$ cat src/logic/arc_pkg.sv
package arc_pkg;
  // register byte offsets
  localparam logic [7:0] CTRL_OFF   = 8'h00;
  localparam logic [7:0] MODE_OFF   = 8'h04;
  localparam logic [7:0] DEAD1P_OFF = 8'h08;
  localparam logic [7:0] DEAD3A_OFF = 8'h0C;
  localparam logic [7:0] DEAD3B_OFF = 8'h10;
  localparam logic [7:0] EXT_OFF    = 8'h14;
  localparam logic [7:0] RST_OFF    = 8'h18;
  localparam logic [7:0] INC_OFF    = 8'h1C;
  localparam logic [7:0] HOLD_OFF   = 8'h20;
  localparam logic [7:0] XFER_OFF   = 8'h24;
  localparam logic [7:0] STAT_OFF   = 8'h28;
  // ctrl fields
  localparam int CTRL_EN_BIT    = 0;
  localparam int CTRL_XF12_BIT  = 1;
  localparam int CTRL_XF21_BIT  = 2;
  localparam int CTRL_FAIL1_BIT = 3;
  localparam int CTRL_FAIL2_BIT = 4;
  localparam int CTRL_BLK1_BIT  = 5;
  localparam int CTRL_BLK2_BIT  = 6;
  // mode register fields
  localparam int MODE_LSB = 0;
  localparam int SEQ_LSB  = 4;
  localparam int SHOT_LSB = 8;
  // reset values
  localparam logic [31:0] CTRL_RST = 32'h0000_0001;
  localparam logic [31:0] MODE_RST = 32'h0000_0103;
  localparam logic [15:0] TIME_RST = 16'h0064;
  // timing
  localparam int CLK_HZ       = 20_000_000;
  localparam int TICK_MS      = 1;
  localparam int TICK_CYC     = CLK_HZ / 1000 * TICK_MS;
  localparam int OPEN_WAIT_MS = 30;
  localparam int FORCE_MS     = 8;
  localparam int TW           = 16;
  typedef enum logic [1:0] {
    ARC_M13, ARC_M1P, ARC_M3A, ARC_M3B
  } arc_mode_t;
  typedef enum logic [2:0] {
    ARC_S1, ARC_S2, ARC_S12B, ARC_S1T2, ARC_S2T1
  } arc_seq_t;
endpackage

$ cat src/logic/arc_timer.sv
`timescale 1ns/1ps
`default_nettype none
module arc_timer #(
  parameter int W = 16
) (
  // clock and reset
  input  wire logic         sys_clk,
  input  wire logic         resetn,
  // control
  input  wire logic         tick,
  input  wire logic         start,
  input  wire logic         stop,
  input  wire logic         hold,
  input  wire logic [W-1:0] load,
  // status
  output logic              running,
  output logic              expired
);
  logic [W-1:0] cnt_q;

  // start loads the configured duration; stop wins over a pending count
  always_ff @(posedge sys_clk) begin
    if (!resetn) begin
      cnt_q   <= '0;
      running <= 1'b0;
      expired <= 1'b0;
    end else begin
      expired <= 1'b0;
      if (stop) begin
        running <= 1'b0;
      end else if (start) begin
        cnt_q   <= load;
        running <= 1'b1;
      end else if (running && tick && !hold) begin
        if (cnt_q <= W'(1)) begin
          running <= 1'b0;
          expired <= 1'b1;
        end else begin
          cnt_q <= cnt_q - W'(1);
        end
      end
    end
  end
endmodule
`default_nettype wire

$ cat src/logic/arc_seq.sv
`timescale 1ns/1ps
`default_nettype none
module arc_seq #(
  parameter int TICK_CYC = arc_pkg::TICK_CYC
) (
  // clock and reset
  input  wire logic        sys_clk,
  input  wire logic        resetn,
  // axi4-lite write
  input  wire logic [7:0]  s_axi_awaddr,
  input  wire logic        s_axi_awvalid,
  output logic             s_axi_awready,
  input  wire logic [31:0] s_axi_wdata,
  input  wire logic [3:0]  s_axi_wstrb,
  input  wire logic        s_axi_wvalid,
  output logic             s_axi_wready,
  output logic [1:0]       s_axi_bresp,
  output logic             s_axi_bvalid,
  input  wire logic        s_axi_bready,
  // axi4-lite read
  input  wire logic [7:0]  s_axi_araddr,
  input  wire logic        s_axi_arvalid,
  output logic             s_axi_arready,
  output logic [31:0]      s_axi_rdata,
  output logic [1:0]       s_axi_rresp,
  output logic             s_axi_rvalid,
  input  wire logic        s_axi_rready,
  // protection inputs (asynchronous)
  input  wire logic        single_pole_initiate,
  input  wire logic        three_pole_initiate,
  input  wire logic        three_pole_delayed_initiate,
  input  wire logic        multiphase_fault_input,
  input  wire logic        block_input,
  input  wire logic        reclose_pause_input,
  input  wire logic        reclose_reset_input,
  input  wire logic        manual_close_input,
  input  wire logic        extend_first_dead_time,
  input  wire logic        one_pole_open_input,
  input  wire logic        three_pole_open_input,
  // breaker inputs (asynchronous)
  input  wire logic        first_breaker_block,
  input  wire logic        second_breaker_block,
  input  wire logic [1:0]  breaker_any_open,
  input  wire logic [1:0]  breakers_closed_input,
  input  wire logic [1:0]  breaker_out_of_service,
  // outputs
  output logic [1:0]       close_cmd,
  output logic             force_three_pole_trip,
  output logic             extended_zone_one,
  output logic             reclose_in_progress,
  output logic             lockout_state
);
  localparam int NI = 17;
  localparam logic [15:0] OPEN_MS  = 16'(arc_pkg::OPEN_WAIT_MS);
  localparam logic [15:0] FORCE_T  = 16'(arc_pkg::FORCE_MS);

  // two-stage synchronisers
  logic [NI-1:0] raw, s1_q, s2_q;
  assign raw = {single_pole_initiate, three_pole_initiate,
                three_pole_delayed_initiate, multiphase_fault_input,
                block_input, reclose_pause_input, reclose_reset_input,
                manual_close_input, extend_first_dead_time,
                one_pole_open_input, three_pole_open_input,
                first_breaker_block, second_breaker_block,
                breaker_any_open, breakers_closed_input};
  always_ff @(posedge sys_clk) begin
    if (!resetn) begin
      s1_q <= '0;
      s2_q <= '0;
    end else begin
      s1_q <= raw;
      s2_q <= s1_q;
    end
  end
  logic i1p, i3p, i3d, mpf, blk, pause, rst_in, man, ext, op1, op3;
  logic blk1, blk2;
  logic [1:0] anyopen, closed;
  assign {i1p, i3p, i3d, mpf, blk, pause, rst_in, man, ext, op1, op3,
          blk1, blk2, anyopen, closed} = s2_q;
  logic [1:0] oos_q1, oos_q2;
  always_ff @(posedge sys_clk) begin
    if (!resetn) begin
      oos_q1 <= '0;
      oos_q2 <= '0;
    end else begin
      oos_q1 <= breaker_out_of_service;
      oos_q2 <= oos_q1;
    end
  end

  // registers
  logic [31:0] ctrl_q, mode_q;
  logic [15:0] t1p_q, t3a_q, t3b_q, text_q, trst_q, tinc_q, thold_q, txf_q;
  logic [1:0]  md;
  logic [2:0]  sq;
  logic [3:0]  max_shots;
  assign md        = mode_q[arc_pkg::MODE_LSB +: 2];
  assign sq        = mode_q[arc_pkg::SEQ_LSB +: 3];
  assign max_shots = mode_q[arc_pkg::SHOT_LSB +: 4];

  // millisecond tick
  logic [$clog2(TICK_CYC)-1:0] div_q;
  logic tick;
  assign tick = (div_q == ($clog2(TICK_CYC))'(TICK_CYC - 1));
  always_ff @(posedge sys_clk) begin
    if (!resetn) div_q <= '0;
    else if (tick) div_q <= '0;
    else div_q <= div_q + 1'b1;
  end

  typedef enum logic [2:0] {
    ST_RESET, ST_RIP, ST_DEAD, ST_CLOSE, ST_LOCK, ST_HOLD
  } arc_state_t;
  arc_state_t st_q;
  logic [3:0] shot_counter;
  logic       enabled, init_any, first_b2, sec_q, dead_b_q, pend_q;
  logic       ddead_ok, dead_run, dead_exp, rst_run, rst_exp, inc_exp;
  logic       hold_exp, xf_run, xf_exp, f_exp, go_close, three_mode;
  logic [1:0] inhibit_q, inh_exp, inh_run, blksel, cl_mask;
  logic [15:0] dead_load;

  assign enabled  = ctrl_q[arc_pkg::CTRL_EN_BIT] && !blk;
  assign init_any = i1p || i3p || i3d;
  assign first_b2 = (arc_pkg::arc_seq_t'(sq) == arc_pkg::ARC_S2T1) ||
                    (arc_pkg::arc_seq_t'(sq) == arc_pkg::ARC_S2);
  assign blksel   = {blk2 && ctrl_q[arc_pkg::CTRL_BLK2_BIT],
                     blk1 && ctrl_q[arc_pkg::CTRL_BLK1_BIT]};
  assign three_mode = (arc_pkg::arc_mode_t'(md) == arc_pkg::ARC_M3A) ||
                      (arc_pkg::arc_mode_t'(md) == arc_pkg::ARC_M3B);

  // dead time choice: single pole or timer one/two
  always_comb begin
    if (dead_b_q) dead_load = t3b_q;
    else if (pend_q) dead_load = t1p_q;
    else dead_load = t3a_q;
    if (ext && shot_counter == 4'h0)
      dead_load = dead_load + text_q;
  end
  assign ddead_ok = pend_q ? op1 : op3;

  // close target mask per sequence
  always_comb begin
    unique case (arc_pkg::arc_seq_t'(sq))
      arc_pkg::ARC_S1:   cl_mask = 2'b01;
      arc_pkg::ARC_S2:   cl_mask = 2'b10;
      arc_pkg::ARC_S12B: cl_mask = 2'b11;
      arc_pkg::ARC_S1T2: cl_mask = sec_q ? 2'b10 : 2'b01;
      default:           cl_mask = sec_q ? 2'b01 : 2'b10;
    endcase
  end

  logic blocked_first, xf_ok;
  assign blocked_first = first_b2 ? blksel[1] : blksel[0];
  assign xf_ok = first_b2 ? ctrl_q[arc_pkg::CTRL_XF21_BIT]
                          : ctrl_q[arc_pkg::CTRL_XF12_BIT];
  assign go_close = (st_q == ST_DEAD) && dead_exp;

  logic lock_ev, inc_start, close_fail_lock, pend_x_q;
  logic sequential;
  assign sequential = (arc_pkg::arc_seq_t'(sq) == arc_pkg::ARC_S1T2) ||
                      (arc_pkg::arc_seq_t'(sq) == arc_pkg::ARC_S2T1);
  logic bad_3p, m3a;
  assign m3a    = (arc_pkg::arc_mode_t'(md) == arc_pkg::ARC_M3A);
  // three-pole initiate is refused in both single-fault modes
  assign bad_3p = (i3p && ((arc_pkg::arc_mode_t'(md) == arc_pkg::ARC_M1P) ||
                  m3a)) || (m3a && mpf);
  // every in-service breaker closed at reset expiry
  logic bkr_ok;
  assign bkr_ok = &(closed | oos_q2);

  assign inc_start = (st_q == ST_RESET || st_q == ST_CLOSE) && init_any;

  // sequencer
  always_ff @(posedge sys_clk) begin
    if (!resetn) begin
      st_q         <= ST_RESET;
      shot_counter <= 4'h0;
      sec_q        <= 1'b0;
      dead_b_q     <= 1'b0;
      pend_q       <= 1'b0;
      close_cmd    <= 2'b00;
    end else if (rst_in) begin
      st_q         <= ST_RESET;
      shot_counter <= 4'h0;
      close_cmd    <= 2'b00;
      sec_q        <= 1'b0;
    end else if (man && st_q != ST_HOLD) begin
      st_q      <= ST_HOLD;
      close_cmd <= 2'b00;
    end else begin
      unique case (st_q)
        ST_RESET, ST_CLOSE: begin
          if (st_q == ST_CLOSE && (closed & close_cmd) == close_cmd)
            close_cmd <= 2'b00;
          if (st_q == ST_CLOSE && pend_x_q) begin
            // transfer time ran out: hand the close to the other breaker
            close_cmd <= ~cl_mask;
            sec_q     <= 1'b1;
          end
          if (init_any) begin
            close_cmd <= 2'b00;
            if (shot_counter >= max_shots || bad_3p || !enabled)
              st_q <= ST_LOCK;
            else begin
              st_q     <= ST_RIP;
              pend_q   <= i1p && !i3p && !i3d;
              dead_b_q <= i3d || shot_counter != 4'h0 || pause;
            end
          end else if (st_q == ST_CLOSE && rst_exp) begin
            if (bkr_ok) begin
              st_q         <= ST_RESET;
              shot_counter <= 4'h0;
              sec_q        <= 1'b0;
            end else if (sequential && !sec_q && !close_fail_lock) begin
              // first breaker failed: continue on the other
              sec_q        <= 1'b1;
              shot_counter <= shot_counter - 4'h1;
              st_q         <= ST_DEAD;
            end else begin
              st_q <= ST_LOCK;
            end
          end
        end
        ST_RIP, ST_DEAD: begin
          if (blk || inc_exp) st_q <= ST_LOCK;
          else if (pause) dead_b_q <= 1'b1;
          else if (st_q == ST_RIP && ddead_ok) st_q <= ST_DEAD;
          else if (go_close) begin
            if (sequential && blocked_first && !sec_q) begin
              if (xf_ok) sec_q <= 1'b1;
            end else if ((cl_mask & ~blksel & ~inhibit_q) != 2'b00) begin
              close_cmd    <= cl_mask & ~blksel & ~inhibit_q;
              shot_counter <= shot_counter + 4'h1;
              st_q         <= ST_CLOSE;
            end
          end
        end
        ST_LOCK: close_cmd <= 2'b00;
        ST_HOLD: begin
          if (init_any) st_q <= ST_LOCK;
          else if (hold_exp) begin
            st_q         <= ST_RESET;
            shot_counter <= 4'h0;
          end
        end
        default: st_q <= ST_LOCK;
      endcase
    end
  end
  assign close_fail_lock = first_b2 ? ctrl_q[arc_pkg::CTRL_FAIL2_BIT]
                                    : ctrl_q[arc_pkg::CTRL_FAIL1_BIT];
  assign lock_ev = (st_q == ST_LOCK);

  // transfer in sequential order once the transfer time runs out after the first close command
  always_ff @(posedge sys_clk) begin
    if (!resetn) pend_x_q <= 1'b0;
    else pend_x_q <= xf_exp && sequential && !sec_q;
  end
  logic cmd_issue;
  assign cmd_issue = go_close && st_q == ST_DEAD;

  // timers, all counted in ms ticks
  arc_timer u_dead (.sys_clk(sys_clk), .resetn(resetn), .tick(tick),
    .start(st_q == ST_RIP && ddead_ok && !pause),
    .stop(st_q != ST_DEAD && st_q != ST_RIP), .hold(pause),
    .load(dead_load), .running(dead_run), .expired(dead_exp));
  arc_timer u_inc (.sys_clk(sys_clk), .resetn(resetn), .tick(tick),
    .start(inc_start), .hold(1'b0),
    .stop((st_q == ST_CLOSE && !init_any) || lock_ev),
    .load(tinc_q), .running(), .expired(inc_exp));
  arc_timer u_rst (.sys_clk(sys_clk), .resetn(resetn), .tick(tick),
    .start(st_q != ST_CLOSE && close_cmd != 2'b00 || cmd_issue),
    .stop(init_any || lock_ev || man || rst_in), .hold(1'b0),
    .load(trst_q), .running(rst_run), .expired(rst_exp));
  arc_timer u_hold (.sys_clk(sys_clk), .resetn(resetn), .tick(tick),
    .start(man), .stop(st_q != ST_HOLD && !man), .hold(1'b0),
    .load(thold_q), .running(), .expired(hold_exp));
  arc_timer u_xf (.sys_clk(sys_clk), .resetn(resetn), .tick(tick),
    .start(cmd_issue && sequential), .stop(init_any), .hold(1'b0),
    .load(txf_q), .running(xf_run), .expired(xf_exp));
  arc_timer u_frc (.sys_clk(sys_clk), .resetn(resetn), .tick(tick),
    .start(inc_start && i1p), .hold(1'b0),
    .stop((st_q == ST_RESET && !init_any) || lock_ev),
    .load(FORCE_T), .running(), .expired(f_exp));

  // open-before-fault inhibit per breaker
  genvar g;
  for (g = 0; g < 2; g++) begin : g_inh
    logic open_d_q;
    always_ff @(posedge sys_clk) begin
      if (!resetn) open_d_q <= 1'b0;
      else open_d_q <= anyopen[g];
    end
    arc_timer u_open (.sys_clk(sys_clk), .resetn(resetn), .tick(tick),
      .start(anyopen[g] && !open_d_q), .stop(reclose_in_progress),
      .hold(1'b0), .load(OPEN_MS), .running(inh_run[g]),
      .expired(inh_exp[g]));
    always_ff @(posedge sys_clk) begin
      if (!resetn) inhibit_q[g] <= 1'b0;
      else if (inh_exp[g]) inhibit_q[g] <= 1'b1;
      else if (closed[g]) inhibit_q[g] <= 1'b0;
    end
  end

  // force trip latch: set 8 ms after single-pole start
  logic force_q;
  always_ff @(posedge sys_clk) begin
    if (!resetn) force_q <= 1'b0;
    else if (f_exp) force_q <= 1'b1;
    else if (st_q == ST_RESET || lock_ev) force_q <= 1'b0;
  end
  always_ff @(posedge sys_clk) begin
    if (!resetn) begin
      force_three_pole_trip <= 1'b1;
      extended_zone_one     <= 1'b0;
      reclose_in_progress   <= 1'b0;
      lockout_state         <= 1'b0;
    end else begin
      force_three_pole_trip <= !enabled || lock_ev || three_mode ||
                               shot_counter != 4'h0 || force_q;
      extended_zone_one <= enabled && st_q != ST_LOCK &&
                           st_q != ST_HOLD && shot_counter == 4'h0;
      reclose_in_progress <= st_q == ST_RIP || st_q == ST_DEAD;
      lockout_state <= lock_ev;
    end
  end

  // axi4-lite slave: one-cycle response once both halves seen
  logic aw_q, w_q;
  logic [7:0]  awa_q;
  logic [31:0] wd_q;
  assign s_axi_awready = !aw_q && !s_axi_bvalid;
  assign s_axi_wready  = !w_q && !s_axi_bvalid;
  assign s_axi_arready = !s_axi_rvalid;
  logic wr_go;
  assign wr_go = aw_q && w_q && !s_axi_bvalid;
  logic wr_hit;
  always_ff @(posedge sys_clk) begin
    if (!resetn) begin
      aw_q <= 1'b0; w_q <= 1'b0; awa_q <= 8'h00; wd_q <= 32'h0000_0000;
      s_axi_bvalid <= 1'b0; s_axi_bresp <= 2'b00;
    end else begin
      if (s_axi_awvalid && s_axi_awready) begin
        aw_q <= 1'b1; awa_q <= s_axi_awaddr;
      end
      if (s_axi_wvalid && s_axi_wready) begin
        w_q <= 1'b1; wd_q <= s_axi_wdata;
      end
      if (wr_go) begin
        aw_q <= 1'b0; w_q <= 1'b0; s_axi_bvalid <= 1'b1;
        s_axi_bresp <= wr_hit ? 2'b00 : 2'b10;
      end else if (s_axi_bready) s_axi_bvalid <= 1'b0;
    end
  end
  assign wr_hit = awa_q <= arc_pkg::XFER_OFF && awa_q[1:0] == 2'b00;
  always_ff @(posedge sys_clk) begin
    if (!resetn) begin
      ctrl_q <= arc_pkg::CTRL_RST; mode_q <= arc_pkg::MODE_RST;
      t1p_q <= arc_pkg::TIME_RST; t3a_q <= arc_pkg::TIME_RST;
      t3b_q <= arc_pkg::TIME_RST; text_q <= arc_pkg::TIME_RST;
      trst_q <= arc_pkg::TIME_RST; tinc_q <= arc_pkg::TIME_RST;
      thold_q <= arc_pkg::TIME_RST; txf_q <= arc_pkg::TIME_RST;
    end else if (wr_go) begin
      unique case (awa_q)
        arc_pkg::CTRL_OFF:   ctrl_q  <= wd_q;
        arc_pkg::MODE_OFF:   mode_q  <= wd_q;
        arc_pkg::DEAD1P_OFF: t1p_q   <= wd_q[15:0];
        arc_pkg::DEAD3A_OFF: t3a_q   <= wd_q[15:0];
        arc_pkg::DEAD3B_OFF: t3b_q   <= wd_q[15:0];
        arc_pkg::EXT_OFF:    text_q  <= wd_q[15:0];
        arc_pkg::RST_OFF:    trst_q  <= wd_q[15:0];
        arc_pkg::INC_OFF:    tinc_q  <= wd_q[15:0];
        arc_pkg::HOLD_OFF:   thold_q <= wd_q[15:0];
        arc_pkg::XFER_OFF:   txf_q   <= wd_q[15:0];
        default: ;
      endcase
    end
  end
  always_ff @(posedge sys_clk) begin
    if (!resetn) begin
      s_axi_rvalid <= 1'b0; s_axi_rdata <= 32'h0000_0000;
      s_axi_rresp <= 2'b00;
    end else if (s_axi_arvalid && s_axi_arready) begin
      s_axi_rvalid <= 1'b1;
      s_axi_rresp  <= 2'b00;
      unique case (s_axi_araddr)
        arc_pkg::CTRL_OFF:   s_axi_rdata <= ctrl_q;
        arc_pkg::MODE_OFF:   s_axi_rdata <= mode_q;
        arc_pkg::DEAD1P_OFF: s_axi_rdata <= {16'h0000, t1p_q};
        arc_pkg::DEAD3A_OFF: s_axi_rdata <= {16'h0000, t3a_q};
        arc_pkg::DEAD3B_OFF: s_axi_rdata <= {16'h0000, t3b_q};
        arc_pkg::EXT_OFF:    s_axi_rdata <= {16'h0000, text_q};
        arc_pkg::RST_OFF:    s_axi_rdata <= {16'h0000, trst_q};
        arc_pkg::INC_OFF:    s_axi_rdata <= {16'h0000, tinc_q};
        arc_pkg::HOLD_OFF:   s_axi_rdata <= {16'h0000, thold_q};
        arc_pkg::XFER_OFF:   s_axi_rdata <= {16'h0000, txf_q};
        arc_pkg::STAT_OFF:   s_axi_rdata <= {16'h0000, 1'b0, st_q,
          shot_counter, inhibit_q, close_cmd, dead_run, rst_run,
          lockout_state, reclose_in_progress};
        default: begin
          s_axi_rdata <= 32'h0000_0000;
          s_axi_rresp <= 2'b10;
        end
      endcase
    end else if (s_axi_rready) s_axi_rvalid <= 1'b0;
  end
endmodule
`default_nettype wire

$ cat config.mk
export PLATFORM = sky130hd
export DESIGN_NAME = arc_seq
export DESIGN_NICKNAME = d
export VERILOG_FILES = /design/src/logic/arc_pkg.sv /design/src/logic/arc_timer.sv /design/src/logic/arc_seq.sv
export SDC_FILE = /design/constraint.sdc
export NUM_CORES = 1
export LEC_CHECK = 0
export ABC_CLOCK_PERIOD_IN_PS = 3900
export CAP_MARGIN = 5
export CORE_AREA = 2 2 218 263
export CTS_BUF_LIST = sky130_fd_sc_hd__clkbuf_4 sky130_fd_sc_hd__clkbuf_8 sky130_fd_sc_hd__clkbuf_16
export DETAILED_ROUTE_END_ITERATION = 8
export DIE_AREA = 0 0 220 265
export DONT_BUFFER_PORTS = 1
export PLACE_DENSITY = 0.67
export SYNTH_ARGS = -nofsm -noshare
export SYNTH_HDL_FRONTEND = slang
export SYNTH_HIERARCHICAL = 1
export SYNTH_SLANG_ARGS = --single-unit
$ cat constraint.sdc
create_clock -name sys_clk -period 3.9 [get_ports sys_clk]
set_input_delay 0.78 -clock sys_clk [delete_from_list [all_inputs] [get_ports sys_clk]]
set_output_delay 0.78 -clock sys_clk [all_outputs]
set_load 0.005 [all_outputs]
=== After elaboration in Yosys (flattened, before gate mapping) ===
Cells that the tools add are included.
W data, S select, Z words.

* Bits in registers: 491
* Output and inout bits: 47
* Word-level logic and storage cells: 505

* Add/subtract/negate cells: 12
* $lt $le $gt $ge: 10
* Equality and inequality tests: 76
* Mux-type cells: 134
* Bitwise operators: 27
* Reductions and logical operators: 181

{| class="wikitable"
|+ Operator list
! kind !! number
|-
| $mux W16 || 27
|-
| $pmux W32 S11 || 1
|-
| $le A16 B1 Y1 const B || 8
|-
| $sub A16 B1 Y16 const B || 8
|-
| $eq A8 B5 Y1 const B || 8
|-
| $mux W1 || 61
|-
| $logic_and A1 B1 Y1 || 52
|-
| $mux W4 || 12
|-
| $reduce_bool A2 Y1 || 24
|-
| $mux W3 || 14
|-
| $eq A8 B6 Y1 const B || 5
|-
| $reduce_and A2 Y1 || 19
|-
| $eq A8 B4 Y1 const B || 4
|-
| $ne A2 B2 Y1 const B || 16
|-
| $reduce_or A4 Y1 || 8
|-
| $mux W2 || 13
|-
| $logic_or A1 B1 Y1 || 25
|-
| $ne A4 B4 Y1 const B || 6
|-
| $reduce_and A3 Y1 || 8
|-
| $reduce_or A2 Y1 || 12
|-
| $reduce_and A7 Y1 || 3
|-
| $not A1 Y1 || 20
|-
| $add A16 B16 Y16 || 1
|-
| $eq A8 B3 Y1 const B || 2
|-
| other kinds (38) || 83
|}

=== Longest topological paths before layout ===
* Depth after elaboration: 13
* Depth in mapped cells: 15
* Mapped depth without buffers: 14

=== Cells and area by module ===
Netlist, hierarchy kept.

{| class="wikitable"
|+ Modules (own cells, without submodules)
! module !! times used !! cells each !! area an instance (sq um)
|-
| arc_seq || 1 || 1953 || 15792.6
|-
| arc_timer || 8 || 141 || 1124.8
|}

=== Least setup slack after synthesis ===
No wires, ideal clock.

* Path kind: register -> register
* From: register pend_q
* To: register u_dead.cnt_q[15]
* Library setup time: 0.134 ns
* Data arrival time: 3.429 ns
* Data required time: 3.766 ns
* Path slack: 0.337 ns
* Stages on the path, launching flop included: 14
* Path buffers: 2
* Period minus slack after synthesis: 3.563 ns
* Path through: dfxtp_1 -> buf_2 -> buf_1 -> mux2i_1 -> o21ai_0 -> ha_1 -> o21a_1 -> and4_1 -> a2111o_1 -> and2_1 -> a2111o_1 -> a221o_1 -> a21oi_1 -> a31oi_1

* Cells in the longest elaborated chain, start to end: 5

{| class="wikitable"
|+ Ends and longest elaborated chain
! element !! line !! RTL
|-
| from (decl) || arc_seq.sv:116 || <nowiki>logic enabled, init_any, first_b2, sec_q, dead_b_q, pend_q;</nowiki>
|-
| from (signal assigned) || arc_seq.sv:206 || <nowiki>pend_q <= i1p && !i3p && !i3d;</nowiki>
|-
| $mux W16 * || arc_seq.sv:134 || <nowiki>else if (pend_q) dead_load = t1p_q;</nowiki>
|-
| $mux W16 * || arc_seq.sv:133 || <nowiki>if (dead_b_q) dead_load = t3b_q;</nowiki>
|-
| $add A16 B16 Y16 || arc_seq.sv:137 || <nowiki>dead_load = dead_load + text_q;</nowiki>
|-
| $mux W16 * || arc_seq.sv:136 || <nowiki>if (ext && shot_counter == 4'h0)</nowiki>
|-
| via dead_load[15] || arc_seq.sv:120 || <nowiki>logic [15:0] dead_load;</nowiki>
|-
| $mux W16 * || arc_timer.sv:31 || <nowiki>end else if (start) begin</nowiki>
|-
| to (signal assigned) || arc_timer.sv:32 || <nowiki>cnt_q <= load;</nowiki>
|-
| to (signal assigned) || arc_timer.sv:39 || <nowiki>cnt_q <= cnt_q - W'(1);</nowiki>
|-
| to (decl) || arc_timer.sv:19 || <nowiki>logic [W-1:0] cnt_q;</nowiki>
|}

Mark *: on every way through the listed nets, which the timed path passes. The rest lies on a longest branch.
A chain may end at the register's enable or synchronous reset.

=== Final worst setup path ===
Same ends and word-level chain as after synthesis.

==> key figures <==
Setup path
  – WS Path Type: reg2reg
  – Crit. End Element: flop
  – Critical path arrival: 4060 ps
  – CP Data Required Time: 4370 ps
  – Startpoint types: flop
  – Worst-case reg-to-reg path depth: 14
  – Crit Path Max Fanout: 4

Synthesis
  – Synth area leader: dfxtp_1
  – Post-synthesis area per instance: 8.05 sq um
  – Top post-synthesis cells by area: dfxtp_1 39%, nand2_1 7.8%, a21oi_1 6.6%, mux2i_1 4.1%, nor2_1 3.9%
  – Register bit count reported by yosys: 489
  – Synth cell types: 94
  – Ys async rst share: 0
  – Area share of the leading cell type in the synthesized netlist: 0.395
  – Most frequent cell after synthesis: nand2_1
  – Post-synth EDFFs: 0
  – Synth cell count leaders: 517 x nand2_1, 489 x dfxtp_1, 325 x a21oi_1
  – Synth Instances: 3,081
  – Register area share after synthesis: 0.395
  – Syn Std Cell Area: 24,800 sq um
  – Main synth FF type: dfxtp_1
  – Warnings, synthesis: 6

Drt
  – Pre-Repair DR Iteration Count: 6
  – Via count: 23.6k
  – 1st-iter DRT viols: 2,381
  – Drt via density: 6.13
  – Detail Route Antenna Nets: 0
  – Drt total wl: 83,700 um
  – DR DRC count: 0
  – WL per Instance: 21.7 um

Timing
  – Post-Route Skew: 17.2 ps
  – Max Fclk: 278 MHz
  – Pins Over Slew Limit: 0
  – Minimum clock period: 3600 ps
  – Fin crit share: 0.922
  – Setup TNS: 0 ps
  – RSZ-0062 raised after global routing: no
  – Final-report hold violation count: 0
  – Tightest Pin Transition: 1090 ps
  – Max_slew headroom: 0.269
  – Setup-failing EPs final: 0

Hold path
  – Hold depth: 1
  – Hold WC Path Type: in2reg

Clock network
  – TritonCTS clock tree: done
  – Root buf cell: clkbuf_16
  – Skew-Pair Late Insertion Delay: 620 ps
  – Post-cts resize count: 0
  – CTS Buf Count: 52
  – Post-CTS Setup Bufs: 0
  – CTS max path bufs: 3
  – Worst-path clk slew: 60 ps
  – Clock Sinks: 489
  – Hold Buf Count CTS: 0
  – H-tree levels: 2

Global routing
  – All-Layer GR Usage: 0.280
  – First-pass GRT wire length: 128,000 um
  – Vias in the first global route: 22.0k
  – Congestion Overflow GR: 0
  – Initial antenna violation count: 2
  – Largest net degree at the start of global routing: 159

Status
  – Status: finished, final reports clean

Finish
  – Syn-to-layout area delta: 11.7%
  – Layout cells sized above 1: 0.0824
  – Total area of sequential cells: 9790 sq um
  – Post-Route Utilization: 0.498
  – Fillers: 5,332
  – Multi-input gate area: 14,400 sq um
  – Non-filler cells in the finished layout: 3,858
  – Final net count: 3,210

Pwr
  – P_leak: 9.91 nW
  – Power density over cell area: 516 nW/um^2
  – Worst vdd ir: 0.000422 V

Floorplan
  – Initial core utilization: 0.446
  – Die width: 220 um
  – # rows: 95
  – IO Pins: 125
  – Die Area: 58,300 sq um
  – Die height: 265 um
  – Core area: 55,600 sq um

Flow run
  – Max-Cap Viols: 0

Place
  – DP Cell Count: 3,763
  – Hpwl dp: 59,300 um
  – Gpl congestion: 1.04
  – Port bufs: 0
==> area by class of cell <==
type | instances | share of cell area
repair buffers | 57 | 0.0164
clock buffers | 66 | 0.0537
clock inverters | 28 | 0.0160
multi-input cells | 2434 | 0.520
diodes | 1 | 0.0000904
well taps | 727 | 0.0329
inverters | 56 | 0.00777
flip-flops and latches | 489 | 0.354
==> cells by family after synthesis <==
family                     synth area share
AOI/OAI and AO/OA                     0.224
adders and majority gates            0.0215
muxes                                0.0512
buffers and inverters                0.0365
other                              0.000303
and+or+nand+nor                       0.263
xor gates and xnor gates            0.00883
DFF                                   0.395
==> worst paths after layout <==
check | start | end | slack [ps]
worst max-delay path | pend_q | u_dead/cnt_q[15] | 300
worst min-delay path | s_axi_rready | s_axi_rvalid | 270
worst max register to register | pend_q | u_dead/cnt_q[15] | 300
worst min register to register | s1_q[4] | s2_q[4] | 430
==> cells in the final DEF (no fill, tap or decap), types with 53 or more instances in the layout <==
cell type  Yosys  layout
and2_1        70      70
dfxtp_1      489     489
o21ai_0      134     134
a22oi_1       94      94
nor3_1        73      73
a21oi_1      325     325
nor2_1       255     253
nand3_1       70      70
clkbuf_16      0      53
buf_4          2      55
conb_1         2      71
mux2i_1      102     102
nand2_1      517     517
==> metal layers <==
| layer | up-vias | global-route usage | routed length, um |
|---|---|---|---|
| met1 | 11300 | 0.366 | 34600 |
| li1 | 11100 | - | - |
| met3 | 209 | 0.0444 | 6400 |
| met5 | - | 0 | 13 |
| met2 | 1031 | 0.453 | 38700 |
| met4 | 2 | 0.129 | 3970 |
==> flip-flops by register name, indices dropped and copies added (netlist names), 17 cells and up <==
name	flops
mode_q	32
wd_q	32
ctrl_q	32
g_inh.u_open/cnt_q	32
s1_q	17
s2_q	17
s_axi_rdata	32
==> per-stage QoR <==
step	area, sq um	hold WS (ps)	setup slack [ps]	power, mW
detailed placement	25700	418	340	8.72
floorplan	25100	409	337	7.86
CTS	27700	240	314	14.3
global route	27700	257	67.0	14.9
global placement	25700	417	384	8.66
finish	27700	271	305	14.3
==> power breakdown <==
part,total (mW),switching [mW],internal [mW]
clock network,5.59,2.17,3.42
logic,3.04,1.88,1.15
registers,5.65,0.423,5.22
==> worst max-delay path, cell delays in order, from the launching register on <==
cell and delay (ps):
dfxtp_1 480, mux2i_1 220, nor2_1 50, a21oi_1 150
buf_4 160, inv_1 40, ha_1 280, a211oi_1 370
o21ai_1 200, a2111o_1 450, and2_1 170, a2111o_1 360
a221o_1 260, a21oi_1 140, a31oi_1 90
No activity file was read; power rests on OpenSTA's default activity.
